File: src/hw/pll_pkg.sv
// constants for the clock synthesizer control block
// assumes a 40 MHz system clock and an APB register port
package pll_pkg;
  // register byte offsets
  localparam logic [7:0] OFS_CTRL = 8'h00;
  localparam logic [7:0] OFS_MULT = 8'h04;
  localparam logic [7:0] OFS_PREDIV = 8'h08;
  localparam logic [7:0] OFS_POSTDIV = 8'h0C;
  localparam logic [7:0] OFS_OUTDIV0 = 8'h10;
  localparam logic [7:0] OFS_OUTDIV_STEP = 8'h04;
  localparam logic [7:0] OFS_STATUS = 8'h1C;
  localparam logic [7:0] OFS_PERIOD = 8'h20;
  // control field positions
  localparam int CTRL_FBK_LSB = 0;
  localparam int CTRL_OUTEN_LSB = 2;
  localparam int CTRL_FBKOUT_LSB = 5;
  // feedback mode codes; code 3 behaves as internal
  localparam logic [1:0] FBK_INTERNAL = 2'h0;
  localparam logic [1:0] FBK_LOCAL = 2'h1;
  localparam logic [1:0] FBK_CORE = 2'h2;
  // reset values
  localparam logic [6:0] CTRL_RST = 7'h1C;
  localparam logic [7:0] MULT_RST = 8'h01;
  localparam logic [3:0] PREDIV_RST = 4'h1;
  localparam logic [1:0] POSTDIV_RST = 2'h0;
  localparam logic [7:0] OUTDIV_RST = 8'h00;
  // lock detector
  localparam logic [3:0] LOCK_PFD_COUNT = 4'h8;
  localparam logic [15:0] PERIOD_TOL = 16'h0001;
  localparam int REF_TIMEOUT_DEF = 65535;
  localparam int NUM_OUT = 3;
  localparam int NUM_REF = 4;
endpackage : pll_pkg
File: src/hw/pll_clock_synth_ctrl.sv
// behavioural clock synthesizer with APB control registers
// assumes reference and feedback clocks sampled by I_MCLK,
// so no synthesized output can exceed half of I_MCLK
// Contract
// - four reference inputs, exactly one passed to pre-divider, chosen by select
// - reset input active low; low holds reset, high starts lock acquisition
// - lock output rises on lock and falls on any detected loss
// - chain is pre-divider, feedback multiplier, post-divider, output dividers
// - internal feedback: output equals reference times M over N, O and C
// - local or core feedback: output equals reference times M, Cfbk over N, C
// - three output clocks offered for the global clock network
// - each reference input may come from a pad or the core clock tree
// - one instance may take its reference from an LVDS receive buffer
// - internal feedback gives no defined phase between reference and outputs
// - local feedback aligns output phase to the reference
//
// The implementer's own choices: the address map and the APB slave port.
`timescale 1ns/100ps
`default_nettype none
module pll_clock_synth_ctrl
  import pll_pkg::*;
#(
  parameter int REF_TIMEOUT = REF_TIMEOUT_DEF
) (
  input wire logic I_MCLK,
  input wire logic I_SRST,
  // pad, core tree or lvds receiver: all look alike here
  input wire logic [NUM_REF-1:0] I_REF_CLOCK_IN,
  input wire logic [1:0] I_REF_SELECT,
  input wire logic I_PLL_HOLD_LOW,
  input wire logic I_FABRIC_FEEDBACK_CLOCK,
  output logic O_SYNTH_OUT_0,
  output logic O_SYNTH_OUT_1,
  output logic O_SYNTH_OUT_2,
  output logic O_LOCKED,
  input wire logic I_PSEL,
  input wire logic I_PENABLE,
  input wire logic I_PWRITE,
  input wire logic [7:0] I_PADDR,
  input wire logic [31:0] I_PWDATA,
  input wire logic [3:0] I_PSTRB,
  output logic [31:0] O_PRDATA,
  output logic O_PREADY,
  output logic O_PSLVERR
);
  typedef enum logic [1:0] {ST_HOLD, ST_ACQUIRE, ST_LOCKED} lock_state_t;

  function automatic logic [8:0] at_least_one(input logic [8:0] v);
    at_least_one = (v == 9'h000) ? 9'h001 : v;
  endfunction : at_least_one

  logic [6:0] ctrl_q;
  logic [7:0] mult_q;
  logic [3:0] prediv_q;
  logic [1:0] postdiv_q;
  logic [7:0] outdiv_q [NUM_OUT];
  logic [31:0] prdata_q;
  lock_state_t state_q;
  lock_state_t state_d;
  logic ref_q;
  logic fb_q;
  logic fb_seen_q;
  logic [3:0] n_cnt_q;
  logic [15:0] per_cnt_q;
  logic [15:0] per_q;
  logic [3:0] good_q;

  // bus decode
  wire setup = I_PSEL && !I_PENABLE;
  wire access = I_PSEL && I_PENABLE;
  wire hit_ctrl = I_PADDR == OFS_CTRL;
  wire hit_mult = I_PADDR == OFS_MULT;
  wire hit_prediv = I_PADDR == OFS_PREDIV;
  wire hit_postdiv = I_PADDR == OFS_POSTDIV;
  wire hit_status = I_PADDR == OFS_STATUS;
  wire hit_period = I_PADDR == OFS_PERIOD;
  wire [NUM_OUT-1:0] hit_outdiv;
  wire hit_any = hit_ctrl || hit_mult || hit_prediv || hit_postdiv ||
                 hit_status || hit_period || (|hit_outdiv);
  wire wr_en = access && I_PWRITE && hit_any && I_PSTRB[0];
  // new divider values invalidate the current lock
  wire cfg_change = wr_en && !hit_status && !hit_period;

  // effective counter values
  wire [1:0] fbk_mode = ctrl_q[CTRL_FBK_LSB +: 2];
  wire [NUM_OUT-1:0] out_en = ctrl_q[CTRL_OUTEN_LSB +: NUM_OUT];
  wire [1:0] fbk_out = ctrl_q[CTRL_FBKOUT_LSB +: 2];
  wire fb_loop = fbk_mode == FBK_LOCAL || fbk_mode == FBK_CORE;
  wire [8:0] m_eff = at_least_one({1'b0, mult_q});
  wire [8:0] n_eff = at_least_one({5'h00, prediv_q});
  wire [3:0] o_eff = 4'h1 << postdiv_q;
  wire [8:0] cfbk = {1'b0, outdiv_q[(fbk_out < 2'(NUM_OUT)) ? fbk_out : 2'h0]}
                    + 9'h001;

  // reference path
  wire ref_level = I_REF_CLOCK_IN[I_REF_SELECT];
  wire ref_rise = ref_level && !ref_q;
  wire pfd_tick = ref_rise && ({5'h00, n_cnt_q} == n_eff - 9'h001);
  wire fb_rise = I_FABRIC_FEEDBACK_CLOCK && !fb_q;
  wire [15:0] per_diff = (per_cnt_q > per_q) ? per_cnt_q - per_q
                                             : per_q - per_cnt_q;
  wire per_match = per_diff <= PERIOD_TOL;
  wire fb_ok = (fbk_mode != FBK_CORE) || fb_seen_q;
  wire ref_lost = {16'h0000, per_cnt_q} >= 32'(REF_TIMEOUT);
  wire tick_bad = pfd_tick && (!per_match || !fb_ok);
  wire lose = ref_lost || tick_bad || cfg_change;

  always_comb begin
    state_d = state_q;
    unique case (state_q)
      ST_HOLD: begin
        if (I_PLL_HOLD_LOW) state_d = ST_ACQUIRE;
      end
      ST_ACQUIRE: begin
        if (pfd_tick && !lose && good_q == LOCK_PFD_COUNT - 4'h1) begin
          state_d = ST_LOCKED;
        end
      end
      ST_LOCKED: begin
        if (lose) state_d = ST_ACQUIRE;
      end
    endcase
    if (!I_PLL_HOLD_LOW) state_d = ST_HOLD;
  end

  always_ff @(posedge I_MCLK) begin
    if (I_SRST) begin
      state_q <= ST_HOLD;
      ref_q <= 1'b0;
      fb_q <= 1'b0;
    end else begin
      state_q <= state_d;
      ref_q <= ref_level;
      fb_q <= I_FABRIC_FEEDBACK_CLOCK;
    end
  end

  // pre-divider and period measurement
  always_ff @(posedge I_MCLK) begin
    if (I_SRST || state_q == ST_HOLD) begin
      n_cnt_q <= 4'h0;
      per_cnt_q <= 16'h0000;
      per_q <= 16'h0000;
      good_q <= 4'h0;
      fb_seen_q <= 1'b0;
    end else begin
      if (pfd_tick) begin
        n_cnt_q <= 4'h0;
        per_cnt_q <= 16'h0001;
        per_q <= per_cnt_q;
        fb_seen_q <= fb_rise;
      end else begin
        if (ref_rise) n_cnt_q <= n_cnt_q + 4'h1;
        if (per_cnt_q != 16'hFFFF) per_cnt_q <= per_cnt_q + 16'h0001;
        if (fb_rise) fb_seen_q <= 1'b1;
      end
      if (lose) begin
        good_q <= 4'h0;
      end else if (pfd_tick && good_q != LOCK_PFD_COUNT) begin
        good_q <= good_q + 4'h1;
      end
    end
  end

  // output dividers; tick and threshold give the frequency relations
  wire run_base = state_q != ST_HOLD && per_q != 16'h0000;
  wire align = pfd_tick && fb_loop;
  wire [31:0] incr = fb_loop ? 32'(m_eff) * 32'(cfbk) * 32'd2
                             : 32'(m_eff) * 32'd2;
  wire [NUM_OUT-1:0] synth_out;

  genvar gi;
  generate
    for (gi = 0; gi < NUM_OUT; gi++) begin : g_out
      wire [31:0] c_eff = 32'(outdiv_q[gi]) + 32'd1;
      wire [31:0] thresh = fb_loop ? 32'(per_q) * c_eff
                                   : 32'(per_q) * 32'(o_eff) * c_eff;
      assign hit_outdiv[gi] = I_PADDR == OFS_OUTDIV0 + 8'(gi) * OFS_OUTDIV_STEP;
      pll_out_div #(.ACC_W(32)) u_div (
        .i_clk(I_MCLK),
        .i_rst(I_SRST),
        .i_run(run_base && out_en[gi]),
        .i_align(align),
        .i_incr(incr),
        .i_thresh(thresh),
        .o_clk(synth_out[gi])
      );
      always_ff @(posedge I_MCLK) begin
        if (I_SRST) begin
          outdiv_q[gi] <= OUTDIV_RST;
        end else if (wr_en && hit_outdiv[gi]) begin
          outdiv_q[gi] <= I_PWDATA[7:0];
        end
      end
    end
  endgenerate

  // register writes
  always_ff @(posedge I_MCLK) begin
    if (I_SRST) begin
      ctrl_q <= CTRL_RST;
      mult_q <= MULT_RST;
      prediv_q <= PREDIV_RST;
      postdiv_q <= POSTDIV_RST;
    end else if (wr_en) begin
      if (hit_ctrl) ctrl_q <= I_PWDATA[6:0];
      if (hit_mult) mult_q <= I_PWDATA[7:0];
      if (hit_prediv) prediv_q <= I_PWDATA[3:0];
      if (hit_postdiv) postdiv_q <= I_PWDATA[1:0];
    end
  end

  // read data captured in setup so the access phase needs no wait
  wire [31:0] rd_mux =
    hit_ctrl ? {25'h0, ctrl_q} :
    hit_mult ? {24'h000000, mult_q} :
    hit_prediv ? {28'h0000000, prediv_q} :
    hit_postdiv ? {30'h0, postdiv_q} :
    hit_status ? {30'h0, state_q != ST_HOLD, state_q == ST_LOCKED} :
    hit_period ? {16'h0000, per_q} :
    hit_outdiv[0] ? {24'h000000, outdiv_q[0]} :
    hit_outdiv[1] ? {24'h000000, outdiv_q[1]} :
    hit_outdiv[2] ? {24'h000000, outdiv_q[2]} : 32'h00000000;

  always_ff @(posedge I_MCLK) begin
    if (I_SRST) begin
      prdata_q <= 32'h00000000;
    end else if (setup) begin
      prdata_q <= I_PWRITE ? 32'h00000000 : rd_mux;
    end
  end

  assign O_PRDATA = prdata_q;
  assign O_PREADY = 1'b1;
  assign O_PSLVERR = access && !hit_any;
  assign O_LOCKED = state_q == ST_LOCKED;
  assign O_SYNTH_OUT_0 = synth_out[0];
  assign O_SYNTH_OUT_1 = synth_out[1];
  assign O_SYNTH_OUT_2 = synth_out[2];
endmodule : pll_clock_synth_ctrl
`default_nettype wire

File: src/hw/pll_out_div.sv
// one output divider channel of the synthesizer
// assumes increment and threshold are stable while running
`timescale 1ns/100ps
`default_nettype none
module pll_out_div #(
  parameter int ACC_W = 32
) (
  input wire logic i_clk,
  input wire logic i_rst,
  input wire logic i_run,
  input wire logic i_align,
  input wire logic [ACC_W-1:0] i_incr,
  input wire logic [ACC_W-1:0] i_thresh,
  output logic o_clk
);
  logic [ACC_W-1:0] acc_q;
  logic [ACC_W-1:0] acc_d;
  logic out_q;
  logic out_d;
  logic [ACC_W:0] sum;
  logic wrap;

  assign sum = {1'b0, acc_q} + {1'b0, i_incr};
  assign wrap = sum >= {1'b0, i_thresh};

  always_comb begin
    acc_d = acc_q;
    out_d = out_q;
    if (!i_run || i_thresh == '0) begin
      acc_d = '0;
      out_d = 1'b0;
    end else if (i_align) begin
      // phase restart on the reference tick
      acc_d = '0;
      out_d = 1'b1;
    end else if (wrap) begin
      acc_d = ACC_W'(sum - {1'b0, i_thresh});
      out_d = ~out_q;
    end else begin
      acc_d = sum[ACC_W-1:0];
    end
  end

  always_ff @(posedge i_clk) begin
    if (i_rst) begin
      acc_q <= '0;
      out_q <= 1'b0;
    end else begin
      acc_q <= acc_d;
      out_q <= out_d;
    end
  end

  assign o_clk = out_q;
endmodule : pll_out_div
`default_nettype wire

File: config.mk
export PLATFORM = sky130hd
export DESIGN_NAME = pll_clock_synth_ctrl
export DESIGN_NICKNAME = d
export VERILOG_FILES = /design/src/hw/pll_pkg.sv /design/src/hw/pll_clock_synth_ctrl.sv /design/src/hw/pll_out_div.sv
export SDC_FILE = /design/constraint.sdc
export NUM_CORES = 2
export LEC_CHECK = 0
export ABC_AREA = 0
export BUFFER_PORTS_ARGS = -buffer_cell sky130_fd_sc_hd__clkbuf_2
export CAP_MARGIN = 10
export CORE_ASPECT_RATIO = 1.4
export CORE_MARGIN = 4
export CORE_UTILIZATION = 55
export CTS_CLUSTER_DIAMETER = 150
export DETAILED_ROUTE_END_ITERATION = 16
export GPL_TIMING_DRIVEN = 0
export PLACE_DENSITY = 0.71
export RECOVER_POWER = 50
export REMOVE_ABC_BUFFERS = 1
export SYNTH_ARGS = -nofsm -noshare
export SYNTH_HDL_FRONTEND = slang
export SYNTH_SLANG_ARGS = --single-unit
File: constraint.sdc
create_clock -name I_MCLK -period 12.1 [get_ports I_MCLK]
set_input_delay 2.42 -clock I_MCLK [delete_from_list [all_inputs] [get_ports I_MCLK]]
set_output_delay 2.42 -clock I_MCLK [all_outputs]
set_load 0.05 [all_outputs]
==> results summary <==
The transition time of the tightest slew-check pin is 2.72 ns. The HPWL after detailed placement is 137000 µm. The initial antenna violation count came to 4. The worst setup path is launched from a register.

The max-slew violation count came out at 60. The master cell of the clock root buffer is sky130_fd_sc_hd__clkbuf_16. At the end of the flow, the number of nets in the layout was 7852. The most common cell type on the critical path is sky130_fd_sc_hd__inv_1.

After synthesis, the cell types taking the most area are sky130_fd_sc_hd__fa_1 (28%), sky130_fd_sc_hd__ha_1 (12%), sky130_fd_sc_hd__dfxtp_1 (6.8%). The worst slew margin relative to its limit is -0.816. Of all cell types, the one taking the most synthesized area is sky130_fd_sc_hd__fa_1. The count of endpoints failing setup in the final report is 0.

The number of clock sinks came out at 205. The count of final hold-check violations is 0. In the final layout, the share of cells above drive strength 1 is 0.0656.

The final worst-path cycle share came out at 0.971. The detail-routed net length per standard cell is 22.5 µm. The post-route minimum period came out at around 12 ns. Counting the buffers created by CTS gives 28. At the later pin of the worst-skew pair, clock insertion delay measures approximately 0.65 ns. The number of fill cells in the layout is 8620. In this design, the stage delay of the slowest critical-path cell is 1.00 ns.

The number of maximum-capacitance violations came out at 2. The number of iterations in the first detailed-routing pass came out at 8. The number of hold buffers added after CTS was 0. Entering global routing, the biggest net connects 71 pins. The critical path arrival is 12.29 ns. The number of synthesized register bits is around 210. The total wire length is 176000 µm. Across the VDD grid, the largest voltage drop is 0.0980 mV. The placeable core region came out at 0.0966 mm². The first-pass GRT wire length is between 200000 and 300000 µm. In the routed design, unresolved DRC markers number 0. The per-instance average area after synthesis came out at 8.08 µm². The power per cell area came out at 33.3 mW/mm².

Counting tap cells, the placed design contains a total of between 7k and 8k instances. CTS built an H-tree with a depth of 1. For this run, the register share of the synthesized area comes to 0.0814. Leaving out filler cells and counting taps, the final layout contains 7842. The checks that failed: capacitance limit, slew limit. The leftover overflow at the end of global routing came out at 0. Tracing the worst setup path back leads to its startpoint at per_q[12]$_SDFFE_PP0P_. The reported leakage power came out at 27.9 nW. In this run the tool buffered the top-level ports with 50 buffer cells. The source of the worst register-to-register timing path is per_q[12]$_SDFFE_PP0P_.

The tightest min-delay check is of the reg2reg type. The number of global-route vias before repair is 48.5k. The run finished, with violations left. The synthesized netlist occupies a cell area of 0.0534 mm². The cell family contributing the most delay on the critical path is adder cells.

The width of the die is around 270 µm. The endpoint class of the critical path is a register. The number of standard cells after synthesis is about 6.6k. For the final database, setup skew stands at 0.0530 ns. Of all nets on the critical path, the largest fanout is 29. By count the netlist is led by sky130_fd_sc_hd__inv_1 (941), sky130_fd_sc_hd__nor2_1 (770), sky130_fd_sc_hd__fa_1 (756). For this run, the total global-route usage over all layers was measured as 0.338.

The total number of vias is 47.8k. The maximum clock rate is 0.0851 GHz. The initial standard-cell utilization of the core is 0.553.

The share of flip-flops with an asynchronous set or reset came out at 0. The worst hold path begins at fb_q$_SDFF_PP0_. The dominant synthesized flop cell is sky130_fd_sc_hd__dfxtp_1. The via count normalized by instance count came out at 6.09. Routability-driven placement finished with a final weighted congestion of 0.949. The number of synthesized flops with an enable pin is 24. The count of pins on the block boundary came out at 95. On the critical path, the stage with the largest delay is an instance of sky130_fd_sc_hd__dfxtp_2. The number of standard-cell rows in the floorplan came out at roughly 140. The most common cell in the synthesized netlist is sky130_fd_sc_hd__inv_1. Hold is met by 0.412 ns. Adding up every negative setup slack in the final design gives 0 ns. The clock-pin slew on the worst setup and hold paths is 0.06 ns. The critical path data required time is 12.63 ns. The share of synthesized area in the top cell type comes to 0.283.

The area of the die is 0.102 mm². The sum of buffers and inverters on the critical path is 8. The netlist uses 104 different library cells.

The critical path in this run is classified as reg2reg. The count of yosys warnings during synthesis came out at 0. The signed area change from the synthesized netlist to the final layout came out at 8.21%. The remaining number of nets flagged by the antenna check after routing came out at 0.

The height of the die is 377 µm. The buffer levels on the longest clock path is 3. TritonCTS built the clock tree. For this block, the initial DRC count from the detailed router was 4286.
[metrics by stage]
step                      power (mW)  utilization  setup slack, ns  area, µm²
final                           1.92        0.598            0.348      57800
after floorplan                0.851            -            -1.18      52100
after CTS                       1.93        0.592           0.0498      57200
after detailed placement       0.992        0.577            -2.33      55800
after global placement         0.947        0.558            -6.88      54000
after global routing            1.97        0.598          -0.0625      57800
[registers in the layout, indices dropped and copies added, names as in the netlist, 3 cells and up]
name,cells
g_out.u_div.acc_q,96
outdiv_q,24
O_PRDATA,16
per_cnt_q,16
per_q,16
mult_q,8
ctrl_q,7
good_q,4
n_cnt_q,4
prediv_q,4
g_out.u_div.o_clk,3
[placed cells by master, fill, tap and decap left out, drive strengths merged, types with 13 or more instances in the layout]
cell type,instances
a21o,130
o21bai,36
a211o,16
dfxtp,181
a211oi,65
inv,946
clkbuf,83
fa,756
xor2,131
a21boi,25
a21oi,281
edfxtp,24
nand4,60
and2,118
and4,22
xnor2,226
nor2,792
conb,17
a2111oi,13
nor2b,70
nor3,108
ha,522
mux2i,143
o211ai,19
or2,28
nand3,102
nand2b,152
nor4,27
and3,61
nand2,690
a31oi,28
nor3b,16
o21ai,162
a31o,16
o31ai,23
or3,31
buf,128
a22oi,36
o21a,59
[logic make-up (layout without fill, tap and decap cells)]
logic type                 Yosys count  in the layout  share of synthesized area
DFF                                205            205                     0.0814
and+or+nand+nor                   2311           2311                      0.200
buffers and inverters             1267           1180                     0.0922
muxes                              155            155                     0.0295
other                                2             19                   0.000141
xor gates and xnor gates           356            357                     0.0584
AOI/OAI and AO/OA                 1035           1036                      0.132
adders and majority gates         1278           1278                      0.406
[layout make-up]
| class | count | area, µm² | area share |
|---|---|---|---|
| antenna | 2 | 5.00 | 0.0000866 |
| clock buffer | 30 | 729 | 0.0126 |
| clock inverter | 22 | 303 | 0.00524 |
| inverter | 947 | 3570 | 0.0618 |
| multi-input combinational | 5154 | 45100 | 0.780 |
| sequential | 205 | 4390 | 0.0759 |
| tap | 1301 | 1630 | 0.0282 |
| timing repair buffer | 181 | 2060 | 0.0357 |
[worst register-to-register path, delay by kind of cell, from the launching register on]
family | cells | cell delay [ns]
simple gates | 10 | 2.81
mux | 1 | 0.18
compound gates | 12 | 2.34
flops | 1 | 1.00
buf+inv | 8 | 0.77
fa+ha+maj | 9 | 4.40
xor+xnor | 1 | 0.16
[worst paths after layout]
path,endpoint,cells after the start,slack [ns]
min,fb_seen_q$_SDFFE_PP0P_,1,0.41
max,g_out[0].u_div.acc_q[31]$_SDFF_PP0_,41,0.35
min reg2reg,fb_seen_q$_SDFFE_PP0P_,1,0.41
max reg2reg,g_out[0].u_div.acc_q[31]$_SDFF_PP0_,41,0.35
[timing repair]
action | CTS | global route
buffers inserted | 16 | 42
gates resized for setup | 36 | 51
cloned | 2 | 0
endpoints found under the setup margin | 99 | 99
pin swaps | 3 | 13
[per-layer routing]
layer / part of all wire / GRT usage / up-vias
met1: 0.35 / 0.390 / 23300
met3: 0.093 / 0.0661 / 774
li1: - / - / 21300
met4: 0.097 / 0.255 / 2
met2: 0.46 / 0.557 / 2407
met5: 0.000074 / 0 / -
[where the power goes]
group / internal [mW] / total (mW) / switching (mW)
Combinational: 0.0852 / 0.282 / 0.197
Clock: 0.536 / 0.933 / 0.397
Sequential: 0.691 / 0.707 / 0.0158
Total: 1.31 / 1.92 / 0.610
No activity file was read; power rests on OpenSTA's default activity.
